**config.mk**
```make
export PLATFORM = sky130hd
export DESIGN_NAME = sbrc_top
export DESIGN_NICKNAME = d
export VERILOG_FILES = /design/src/hdl/sbrc_pkg.sv /design/src/hdl/sbrc_top.sv
export SDC_FILE = /design/constraint.sdc
export NUM_CORES = 1
export LEC_CHECK = 0
export ABC_AREA = 1
export BUFFER_PORTS_ARGS = -buffer_cell sky130_fd_sc_hd__buf_2
export CAP_MARGIN = 0
export CORE_ASPECT_RATIO = 1.5
export CORE_MARGIN = 3
export CORE_UTILIZATION = 52
export DETAILED_ROUTE_END_ITERATION = 8
export GPL_TIMING_DRIVEN = 0
export PLACE_DENSITY = 0.77
export REMOVE_ABC_BUFFERS = 1
export SYNTH_ARGS = -nofsm -noshare
export SYNTH_HDL_FRONTEND = slang
export SYNTH_SLANG_ARGS = --single-unit
```
**constraint.sdc**
```tcl
create_clock -name clk_i -period 2.03 [get_ports clk_i]
set_clock_uncertainty 0.1 [all_clocks]
set_input_delay 0 -clock clk_i [delete_from_list [all_inputs] [get_ports clk_i]]
set_output_delay 0 -clock clk_i [all_outputs]
set_load 0.01 [all_outputs]
```
**src/hdl/sbrc_pkg.sv**
```systemverilog
package sbrc_pkg;
    localparam int ADDR_W = 10;
    localparam logic [9:0] RESET_ADDR = 10'h000;
    localparam logic [9:0] DISCONNECT_ADDR = 10'h3fe;
    localparam logic [9:0] TEST_SYNC_ADDR = 10'h3ff;
    localparam logic [9:0] BOARD_ADDR_RST = 10'h001;
    localparam int ACK_BITS_DFLT = 10;
    localparam logic [11:0] REG_CTRL = 12'h000;
    localparam logic [11:0] REG_STATUS = 12'h004;
    localparam int CTRL_ADDR_LSB = 0;
    localparam int STAT_CONN_LSB = 0;
    localparam int STAT_RX_LSB = 4;
    localparam int STAT_TAP_LSB = 8;
    localparam int STAT_CON_BIT = 16;
    localparam int STAT_BYP_BIT = 17;
    localparam int STAT_TRST_BIT = 18;

    typedef enum logic [3:0] {
        TAP_TLR = 4'h0, TAP_RTI = 4'h1, TAP_SDR = 4'h2, TAP_CDR = 4'h3,
        TAP_SHDR = 4'h4, TAP_E1DR = 4'h5, TAP_PDR = 4'h6, TAP_E2DR = 4'h7,
        TAP_UDR = 4'h8, TAP_SIR = 4'h9, TAP_CIR = 4'ha, TAP_SHIR = 4'hb,
        TAP_E1IR = 4'hc, TAP_PIR = 4'hd, TAP_E2IR = 4'he, TAP_UIR = 4'hf
    } sbrc_tap_e;

    typedef enum logic [2:0] {
        CONN_RESET = 3'h0, CONN_OFF = 3'h1, CONN_ON = 3'h2,
        CONN_MCAST = 3'h3, CONN_HARD = 3'h4
    } sbrc_conn_e;

    typedef enum logic [1:0] {
        RX_IDLE = 2'h0, RX_ADDR = 2'h1, RX_STOP = 2'h2, RX_ACK = 2'h3
    } sbrc_rx_e;

    typedef struct packed {
        logic primary_test_clock;
        logic psi;
        logic pms;
        logic primary_test_reset_n_n;
        logic byp_n;
        logic ssi;
    } sbrc_pins_s;

    typedef struct packed {
        logic con_n;
        logic pso;
        logic pso_oe;
        logic sso;
        logic sso_oe;
        logic sms;
        logic secondary_test_reset_n_n;
        logic stck;
    } sbrc_outs_s;

    typedef struct packed {
        logic pready;
        logic pslverr;
        logic [31:0] prdata;
    } sbrc_apb_s;

    typedef struct packed {
        sbrc_pins_s s1;
        sbrc_pins_s s2;
        logic primary_test_clock_prev;
        sbrc_tap_e tap;
        sbrc_rx_e rx;
        logic [3:0] cnt;
        logic [9:0] shf;
        logic ms_ref;
        sbrc_conn_e conn;
        logic [9:0] board_addr;
        sbrc_outs_s o;
        sbrc_apb_s apb;
    } sbrc_state_s;
endpackage

```
**src/hdl/sbrc_top.sv**
```systemverilog
// Functional notes
// RULE1: low bypass forces bypass status always
// RULE2: bypass drives connect indicator low
// RULE3: bypass crosses serial data both ways
// RULE4: bypass passes mode-select, high under reset
// RULE5: bypass holds receiver in power-up state
// RULE6: bypass release restores last connect status
// RULE7: bypass release re-enables receiver
// RULE8: test reset forwarded and resets block
// RULE9: reset without bypass: indicator high, floats
// RULE10: reset with bypass: bypass-plus-reset status
// RULE11: secondary mode-select high during test reset
// RULE12: no protocol accepted during test reset
// RULE13: indicator low on match or test sync
// RULE14: indicator high otherwise and during acknowledge
// RULE15: master keeps acknowledge inputs harmless
// RULE16: mode-select change in protocol is hard error
// RULE17: match then acknowledge gives on status
// RULE18: off status floats, holds mode-select
// RULE19: global reset, disconnect, test-sync addresses
// RULE20: test sync while paused gives multicast
// RULE21: last result held, cleared by test reset
//
// Design decisions made here: the APB interface to the registers and the address map.
`timescale 1ns/1ps
`default_nettype none

module sbrc_top #(
    parameter int ACK_BITS = sbrc_pkg::ACK_BITS_DFLT
) (
    // clock and reset
    input wire logic clk_i,
    input wire logic rst_i,
    // primary port
    input wire logic primary_test_clock_i,
    input wire logic primary_serial_in_i,
    input wire logic primary_mode_select_i,
    input wire logic primary_test_reset_n_i,
    output logic primary_serial_out_o,
    output logic primary_serial_out_oe_o,
    // secondary port
    input wire logic secondary_serial_in_i,
    output logic secondary_serial_out_o,
    output logic secondary_serial_out_oe_o,
    output logic secondary_mode_select_o,
    output logic secondary_test_reset_n_o,
    output logic secondary_test_clock_o,
    // control pins
    input wire logic protocol_bypass_n_i,
    output logic connect_indicator_n_o,
    // apb slave
    input wire logic psel_i,
    input wire logic penable_i,
    input wire logic pwrite_i,
    input wire logic [11:0] paddr_i,
    input wire logic [31:0] pwdata_i,
    output logic pready_o,
    output logic [31:0] prdata_o,
    output logic pslverr_o
);
    if (ACK_BITS < 1 || ACK_BITS > 15) begin : g_bad_ack_bits
        $error("ACK_BITS must lie in 1..15");
    end

    localparam logic [3:0] ACK_LAST = 4'(ACK_BITS - 1);

    sbrc_pkg::sbrc_state_s q;
    sbrc_pkg::sbrc_state_s d;

    function automatic sbrc_pkg::sbrc_tap_e tap_next(input sbrc_pkg::sbrc_tap_e s,
                                                     input logic tms);
        unique case (s)
            sbrc_pkg::TAP_TLR: tap_next = tms ? sbrc_pkg::TAP_TLR : sbrc_pkg::TAP_RTI;
            sbrc_pkg::TAP_RTI: tap_next = tms ? sbrc_pkg::TAP_SDR : sbrc_pkg::TAP_RTI;
            sbrc_pkg::TAP_SDR: tap_next = tms ? sbrc_pkg::TAP_SIR : sbrc_pkg::TAP_CDR;
            sbrc_pkg::TAP_CDR: tap_next = tms ? sbrc_pkg::TAP_E1DR : sbrc_pkg::TAP_SHDR;
            sbrc_pkg::TAP_SHDR: tap_next = tms ? sbrc_pkg::TAP_E1DR : sbrc_pkg::TAP_SHDR;
            sbrc_pkg::TAP_E1DR: tap_next = tms ? sbrc_pkg::TAP_UDR : sbrc_pkg::TAP_PDR;
            sbrc_pkg::TAP_PDR: tap_next = tms ? sbrc_pkg::TAP_E2DR : sbrc_pkg::TAP_PDR;
            sbrc_pkg::TAP_E2DR: tap_next = tms ? sbrc_pkg::TAP_UDR : sbrc_pkg::TAP_SHDR;
            sbrc_pkg::TAP_UDR: tap_next = tms ? sbrc_pkg::TAP_SDR : sbrc_pkg::TAP_RTI;
            sbrc_pkg::TAP_SIR: tap_next = tms ? sbrc_pkg::TAP_TLR : sbrc_pkg::TAP_CIR;
            sbrc_pkg::TAP_CIR: tap_next = tms ? sbrc_pkg::TAP_E1IR : sbrc_pkg::TAP_SHIR;
            sbrc_pkg::TAP_SHIR: tap_next = tms ? sbrc_pkg::TAP_E1IR : sbrc_pkg::TAP_SHIR;
            sbrc_pkg::TAP_E1IR: tap_next = tms ? sbrc_pkg::TAP_UIR : sbrc_pkg::TAP_PIR;
            sbrc_pkg::TAP_PIR: tap_next = tms ? sbrc_pkg::TAP_E2IR : sbrc_pkg::TAP_PIR;
            sbrc_pkg::TAP_E2IR: tap_next = tms ? sbrc_pkg::TAP_UIR : sbrc_pkg::TAP_SHIR;
            sbrc_pkg::TAP_UIR: tap_next = tms ? sbrc_pkg::TAP_SDR : sbrc_pkg::TAP_RTI;
        endcase
    endfunction

    function automatic logic tap_paused(input sbrc_pkg::sbrc_tap_e s);
        tap_paused = (s == sbrc_pkg::TAP_PDR) || (s == sbrc_pkg::TAP_PIR);
    endfunction

    logic primary_test_clock_rise;
    logic protocol_bypass_n;
    logic trst_lo;
    logic rx_en;
    logic ms_err;
    logic acc;

    always_comb begin
        d = q;
        d.s1 = '{primary_test_clock: primary_test_clock_i, psi: primary_serial_in_i,
                 pms: primary_mode_select_i, primary_test_reset_n_n: primary_test_reset_n_i,
                 byp_n: protocol_bypass_n_i, ssi: secondary_serial_in_i};
        d.s2 = q.s1;
        d.primary_test_clock_prev = q.s2.primary_test_clock;
        primary_test_clock_rise = q.s2.primary_test_clock && !q.primary_test_clock_prev;
        protocol_bypass_n = !q.s2.byp_n;
        trst_lo = !q.s2.primary_test_reset_n_n;
        // shadow protocols are seen only in the four stable receive states
        rx_en = !protocol_bypass_n && !trst_lo &&
                (q.tap == sbrc_pkg::TAP_TLR || q.tap == sbrc_pkg::TAP_RTI ||
                 tap_paused(q.tap)); // RULE7 RULE12
        ms_err = (q.rx != sbrc_pkg::RX_IDLE) && (q.s2.pms != q.ms_ref);

        // shadow-protocol receiver
        if (trst_lo) begin
            d.rx = sbrc_pkg::RX_IDLE; // RULE12
            d.cnt = 4'h0;
            d.tap = sbrc_pkg::TAP_TLR;
            d.conn = sbrc_pkg::CONN_RESET; // RULE21
        end else if (protocol_bypass_n) begin
            d.rx = sbrc_pkg::RX_IDLE; // RULE5
            d.cnt = 4'h0;
            d.tap = sbrc_pkg::TAP_TLR; // RULE5
        end else if (primary_test_clock_rise) begin
            d.tap = tap_next(q.tap, q.s2.pms);
            if (ms_err) begin
                d.conn = sbrc_pkg::CONN_HARD; // RULE16
                d.rx = sbrc_pkg::RX_IDLE;
            end else begin
                unique case (q.rx)
                    sbrc_pkg::RX_IDLE: begin
                        if (rx_en && q.s2.psi) begin
                            d.rx = sbrc_pkg::RX_ADDR;
                            d.cnt = 4'h0;
                            d.ms_ref = q.s2.pms;
                            d.tap = q.tap;
                        end
                    end
                    sbrc_pkg::RX_ADDR: begin
                        d.tap = q.tap;
                        d.shf = {q.s2.psi, q.shf[9:1]};
                        d.cnt = q.cnt + 4'h1;
                        if (q.cnt == 4'(sbrc_pkg::ADDR_W - 1)) begin
                            d.rx = sbrc_pkg::RX_STOP;
                        end
                    end
                    sbrc_pkg::RX_STOP: begin
                        d.tap = q.tap;
                        d.rx = sbrc_pkg::RX_IDLE;
                        d.cnt = 4'h0;
                        // a high stop bit is a soft error: the last result stands
                        if (!q.s2.psi) begin
                            if (q.shf == sbrc_pkg::RESET_ADDR) begin
                                d.conn = sbrc_pkg::CONN_RESET; // RULE19
                            end else if (q.shf == sbrc_pkg::DISCONNECT_ADDR) begin
                                d.conn = sbrc_pkg::CONN_OFF; // RULE19
                            end else if (q.shf == sbrc_pkg::TEST_SYNC_ADDR) begin
                                d.conn = tap_paused(q.tap) ? sbrc_pkg::CONN_MCAST
                                                           : sbrc_pkg::CONN_OFF; // RULE20
                            end else if (q.shf == q.board_addr) begin
                                d.rx = sbrc_pkg::RX_ACK; // RULE17
                            end else begin
                                d.conn = sbrc_pkg::CONN_OFF;
                            end
                        end
                    end
                    sbrc_pkg::RX_ACK: begin
                        d.tap = q.tap;
                        d.shf = {q.shf[0], q.shf[9:1]};
                        d.cnt = q.cnt + 4'h1;
                        if (q.cnt == ACK_LAST) begin
                            d.conn = sbrc_pkg::CONN_ON; // RULE17
                            d.rx = sbrc_pkg::RX_IDLE;
                            d.cnt = 4'h0;
                        end
                    end
                endcase
            end
        end

        // pin routing
        d.o.secondary_test_reset_n_n = q.s2.primary_test_reset_n_n; // RULE8
        d.o.stck = q.s2.primary_test_clock;
        d.o.pso = 1'b0;
        d.o.pso_oe = 1'b0;
        d.o.sso = 1'b0;
        d.o.sso_oe = 1'b0;
        d.o.con_n = 1'b1; // RULE14
        if (protocol_bypass_n) begin
            d.o.sso = q.s2.psi; // RULE1 RULE3 RULE10
            d.o.sso_oe = 1'b1;
            d.o.pso = q.s2.ssi; // RULE3
            d.o.pso_oe = 1'b1;
            d.o.sms = trst_lo ? 1'b1 : q.s2.pms; // RULE4 RULE11
            d.o.con_n = 1'b0; // RULE2
        end else if (trst_lo) begin
            d.o.sms = 1'b1; // RULE9 RULE11
        end else if (q.rx == sbrc_pkg::RX_ACK) begin
            d.o.pso = q.shf[0]; // RULE14
            d.o.pso_oe = 1'b1;
        end else begin
            // connect status resumes from the stored result when bypass lifts
            unique case (q.conn) // RULE6
                sbrc_pkg::CONN_ON: begin
                    d.o.sso = q.s2.psi;
                    d.o.sso_oe = 1'b1;
                    d.o.pso = q.s2.ssi;
                    d.o.pso_oe = 1'b1;
                    d.o.sms = q.s2.pms;
                    d.o.con_n = 1'b0; // RULE13
                end
                sbrc_pkg::CONN_MCAST: begin
                    d.o.sso = q.s2.psi; // RULE20
                    d.o.sso_oe = 1'b1;
                    d.o.sms = q.s2.pms;
                    d.o.con_n = 1'b0; // RULE13
                end
                sbrc_pkg::CONN_RESET: begin
                    d.o.sms = 1'b1;
                end
                sbrc_pkg::CONN_OFF, sbrc_pkg::CONN_HARD: begin
                    d.o.sms = q.o.sms; // RULE18
                end
                default: begin
                    d.o.sms = q.o.sms;
                end
            endcase
        end

        // apb slave: one wait state, answer registered
        acc = psel_i && penable_i;
        d.apb.pready = acc && !q.apb.pready;
        d.apb.pslverr = 1'b0;
        d.apb.prdata = 32'h0000_0000;
        if (acc && !q.apb.pready) begin
            if (paddr_i == sbrc_pkg::REG_CTRL) begin
                d.apb.prdata[sbrc_pkg::CTRL_ADDR_LSB +: 10] = q.board_addr;
            end else if (paddr_i == sbrc_pkg::REG_STATUS) begin
                d.apb.prdata[sbrc_pkg::STAT_CONN_LSB +: 3] = q.conn;
                d.apb.prdata[sbrc_pkg::STAT_RX_LSB +: 2] = q.rx;
                d.apb.prdata[sbrc_pkg::STAT_TAP_LSB +: 4] = q.tap;
                d.apb.prdata[sbrc_pkg::STAT_CON_BIT] = q.o.con_n;
                d.apb.prdata[sbrc_pkg::STAT_BYP_BIT] = protocol_bypass_n;
                d.apb.prdata[sbrc_pkg::STAT_TRST_BIT] = trst_lo;
            end else begin
                d.apb.pslverr = 1'b1;
            end
        end
        if (acc && q.apb.pready && pwrite_i && paddr_i == sbrc_pkg::REG_CTRL) begin
            d.board_addr = pwdata_i[sbrc_pkg::CTRL_ADDR_LSB +: 10];
        end
    end

    always_ff @(posedge clk_i) begin
        if (rst_i) begin
            q <= '0;
            q.s1 <= 6'h06;
            q.s2 <= 6'h06;
            q.conn <= sbrc_pkg::CONN_RESET;
            q.board_addr <= sbrc_pkg::BOARD_ADDR_RST;
            q.o.con_n <= 1'b1;
            q.o.sms <= 1'b1;
        end else begin
            q <= d;
        end
    end

    assign primary_serial_out_o = q.o.pso;
    assign primary_serial_out_oe_o = q.o.pso_oe;
    assign secondary_serial_out_o = q.o.sso;
    assign secondary_serial_out_oe_o = q.o.sso_oe;
    assign secondary_mode_select_o = q.o.sms;
    assign secondary_test_reset_n_o = q.o.secondary_test_reset_n_n;
    assign secondary_test_clock_o = q.o.stck;
    assign connect_indicator_n_o = q.o.con_n;
    assign pready_o = q.apb.pready;
    assign prdata_o = q.apb.prdata;
    assign pslverr_o = q.apb.pslverr;
endmodule

`default_nettype wire

```
==> flow_summary_export.csv <==
group,metric,value,unit
outcome,status,"finished, final reports clean",
worst_hold_path,hp-class,"in -> reg",
synthesis,synthArstFlopShare,0,
critical_path,slowest_delay,0.54,ns
synthesis,synth.distinct_cells,43,
power_and_ir_drop,power_frac_comb,0.072,
finish,diodes,0,
synthesis,ys.flop_type,"dfxtp_1",
power_and_ir_drop,power,2.85,mW
drt,firstDrtPassIters,5,
die,initial_core_util,0.545,
sta,holdWs,0.0608,ns
critical_path,worst_ep_required_time,2.19,ns
sta,hold_viol,0,
global_route,grt_max_degree,24,
cts,htreeDepth,3,
synthesis,synth_edf_count,0,
drt,viasPerCell,5.16,
run,maxCapViolations,0,
cts,cts_root_buf,"clkbuf_8",
cts,cts_tree,"done",
sta,slew_violations,0,
finish,multi_input_area,1530,um^2
drt,drcViolationCount,0,
synthesis,synth_top_family_by_area,"simple AND/OR/NAND/NOR gates",
cts,cts_made_buffers,9,
finish,finalInstanceArea,4060,um^2
finish,largest_register_ffs,38,
power_and_ir_drop,swShare,0.231,
power_and_ir_drop,p_int,2.19,mW
cts,clk_pin_slew,0.07,ns
sta,clock.fmax,547,MHz
synthesis,synth-adder-area-share,0.00733,
drt,first_iter_violations,242,
cts,clockBufferDepth,2,
drt,route.antenna.remaining_nets,0,
synthesis,syn_area_per_cell,7.34,um^2
synthesis,synthTopCellsByArea,"dfxtp_1 (42%), nand2_1 (7.6%), buf_4 (7.5%), nor2_1 (6.6%), inv_1 (6.5%)",
cts,clkLatencyLatePin,0.35,ns
finish,final_core_util,0.649,
cts,cts_sinks,71,
global_route,grt-ovfl-total,0,
sta,min_period_over_period,0.900,
critical_path,rrSetupSlack,0.22,ns
synthesis,syn_inst,465,
power_and_ir_drop,pwr-share-seq,0.501,
sta,final-setup-viol-count,0,
die,die_x,72.2,um
global_route,grt_pass1_wl,13.0,mm
finish,drive_above_1_share,0.198,
critical_path,crit_path_top_delay_cell,"dlygate4sd3_1",
synthesis,ys_ff_latch,71,
synthesis,synth_commonest_cells,"dfxtp_1 (71), nand2_1 (69), nor2_1 (60), inv_1 (59)",
synthesis,ys.warnings.count,0,
sta,finalCriticalPeriod,1.83,ns
critical_path,critPathBufInv,3,
synthesis,synth_top_cell_by_area,"dfxtp_1",
global_route,grt_pass1_vias,2946,
placement,place_area,3560,um^2
critical_path,crit_type,"in -> reg",
drt,vias,3171,
synthesis,synth-simple-area-share,0.258,
global_route,antenna_found_initial,0,
critical_path,path_max_fanout,19,
finish,layout.nets,592,
power_and_ir_drop,p_leak,1.83,nW
finish,seq_area,1420,um^2
finish,fillCellCount,544,
die,die_area,7600,um^2
critical_path,arrival,1.99,ns
drt,wirelength,7.95,mm
synthesis,ys_seq_area_frac,0.416,
synthesis,synthXorXnorAreaFrac,0.0128,
synthesis,synth_compound_area_frac,0.148,
critical_path,crit_path_start_kind,"input pin",
critical_path,endpoint_kind,"register",
finish,top_register,"q",
placement,hpwl,5.74,mm
sta,finalSetupTns,0,ns
power_and_ir_drop,p_per_area,702,nW/um^2
synthesis,synth_mux_area_frac,0,
critical_path,crit_family,"buffers and inverters",
die,core,6260,um^2
finish,area_growth,18.9,%
drt,routedWlPerCell,13.0,um
synthesis,synth_top_area_frac,0.416,
critical_path,crit_chain,"dlygate4sd3_1 -> buf_2 -> nor3_2 -> inv_1 -> a21oi_1 -> nand2_1 -> o22ai_1",
power_and_ir_drop,p_switching,0.660,mW
global_route,grt_usage,0.216,
sta,rsz0062_at_grt,"no",
synthesis,yosysMostFrequentCell,"dfxtp_1",
die,row_count,35,
die,die_h,105,um
synthesis,netlist_area,3410,um^2
power_and_ir_drop,p_clk_frac,0.427,
power_and_ir_drop,ir_drop,0.000415,V
placement,portBuffers,57,
die,io_pins,97,
placement,globalplace.congestion,0.968,
cell families (layout without fill, tap and decap cells):
| group | Yosys count | after routing |
|---|---|---|
| buffers and inverters | 105 | 164 |
| flip-flops | 71 | 71 |
| XOR/XNOR | 5 | 5 |
| AO/OA/AOI/OAI | 90 | 90 |
| adder cells (fa/ha/maj) | 2 | 2 |
| AND/OR/NAND/NOR | 191 | 191 |
| other | 1 | 17 |
final timing paths:
| path | from | endpoint | cells past startpoint |
|---|---|---|---|
| worst max-delay path | rst_i | prdata_o[0] | 7 |
| worst min register to register | d[80] | q[80] | 2 |
| worst min-delay path | paddr_i[2] | prdata_o[8] | 4 |
| worst max register to register | q[80] | q[65] | 6 |
worst reg2reg max path, delay by kind of cell (launching register included):
family	cells	cell delay [ns]
simple gates	2	0.33
xor+xnor	1	0.20
compound gates	2	0.35
flops	1	0.56
buf+inv	1	0.14
placed cells by master (no fill, tap or decap), types with 4 or more instances in the layout:
cell type	count
a21oi_1	34
buf_2	57
clkbuf_8	9
conb_1	17
dfxtp_1	71
dlygate4sd3_1	25
inv_1	58
nand2_1	69
nand3_1	19
nand4_1	4
nor2_1	60
nor2_2	6
nor3_1	9
o21ai_0	34
o21ai_1	4
o32ai_1	4
or2_2	5
xor2_1	4
layer usage:
layer | global-route usage | part of all wire | vias up | routed length, um
met4 | 0.102 | 0.027 | 0 | 212
met2 | 0.387 | 0.53 | 115 | 4250
met3 | 0.0563 | 0.059 | 19 | 473
met5 | 0 | 0 | - | 0
met1 | 0.229 | 0.38 | 1454 | 3020
li1 | - | - | 1583 | -
cell type report:
type / count / area share
timing repair buffer: 84 / 0.136
sequential: 71 / 0.350
clock buffer: 10 / 0.0314
tap: 74 / 0.0228
multi-input combinational: 305 / 0.378
inverter: 63 / 0.0604
timing repair inverter: 1 / 0.00123
clock inverter: 6 / 0.0209
repair_timing:
item | CTS | global route
resized for setup | 1 | 3
hold endpoints to repair | 26 | 0
setup buffers | 0 | 2
hold buffers | 25 | 0
setup endpoints to repair | 10 | 16
gates cloned | 0 | 1
power groups by stage:
stage	clock network (mW)	registers, mW	logic, mW
global route	1.29	1.43	0.227
global placement	0	1.46	0.157
detailed placement	0	1.46	0.161
CTS	1.24	1.43	0.196
finish	1.22	1.43	0.204
floorplan	0	1.46	0.0969
per-stage QoR:
| stage | instances | worst slack, ns |
|---|---|---|
| 4_1_cts | 611 | 0.0639 |
| 3_5_place_dp | 570 | -0.118 |
| 2_1_floorplan | 439 | 0.315 |
| 3_3_place_gp | 570 | -0.0983 |
| 5_1_grt | 614 | 0.0702 |
| 6_report | 614 | 0.203 |
Power figures use the tool's default switching activity.
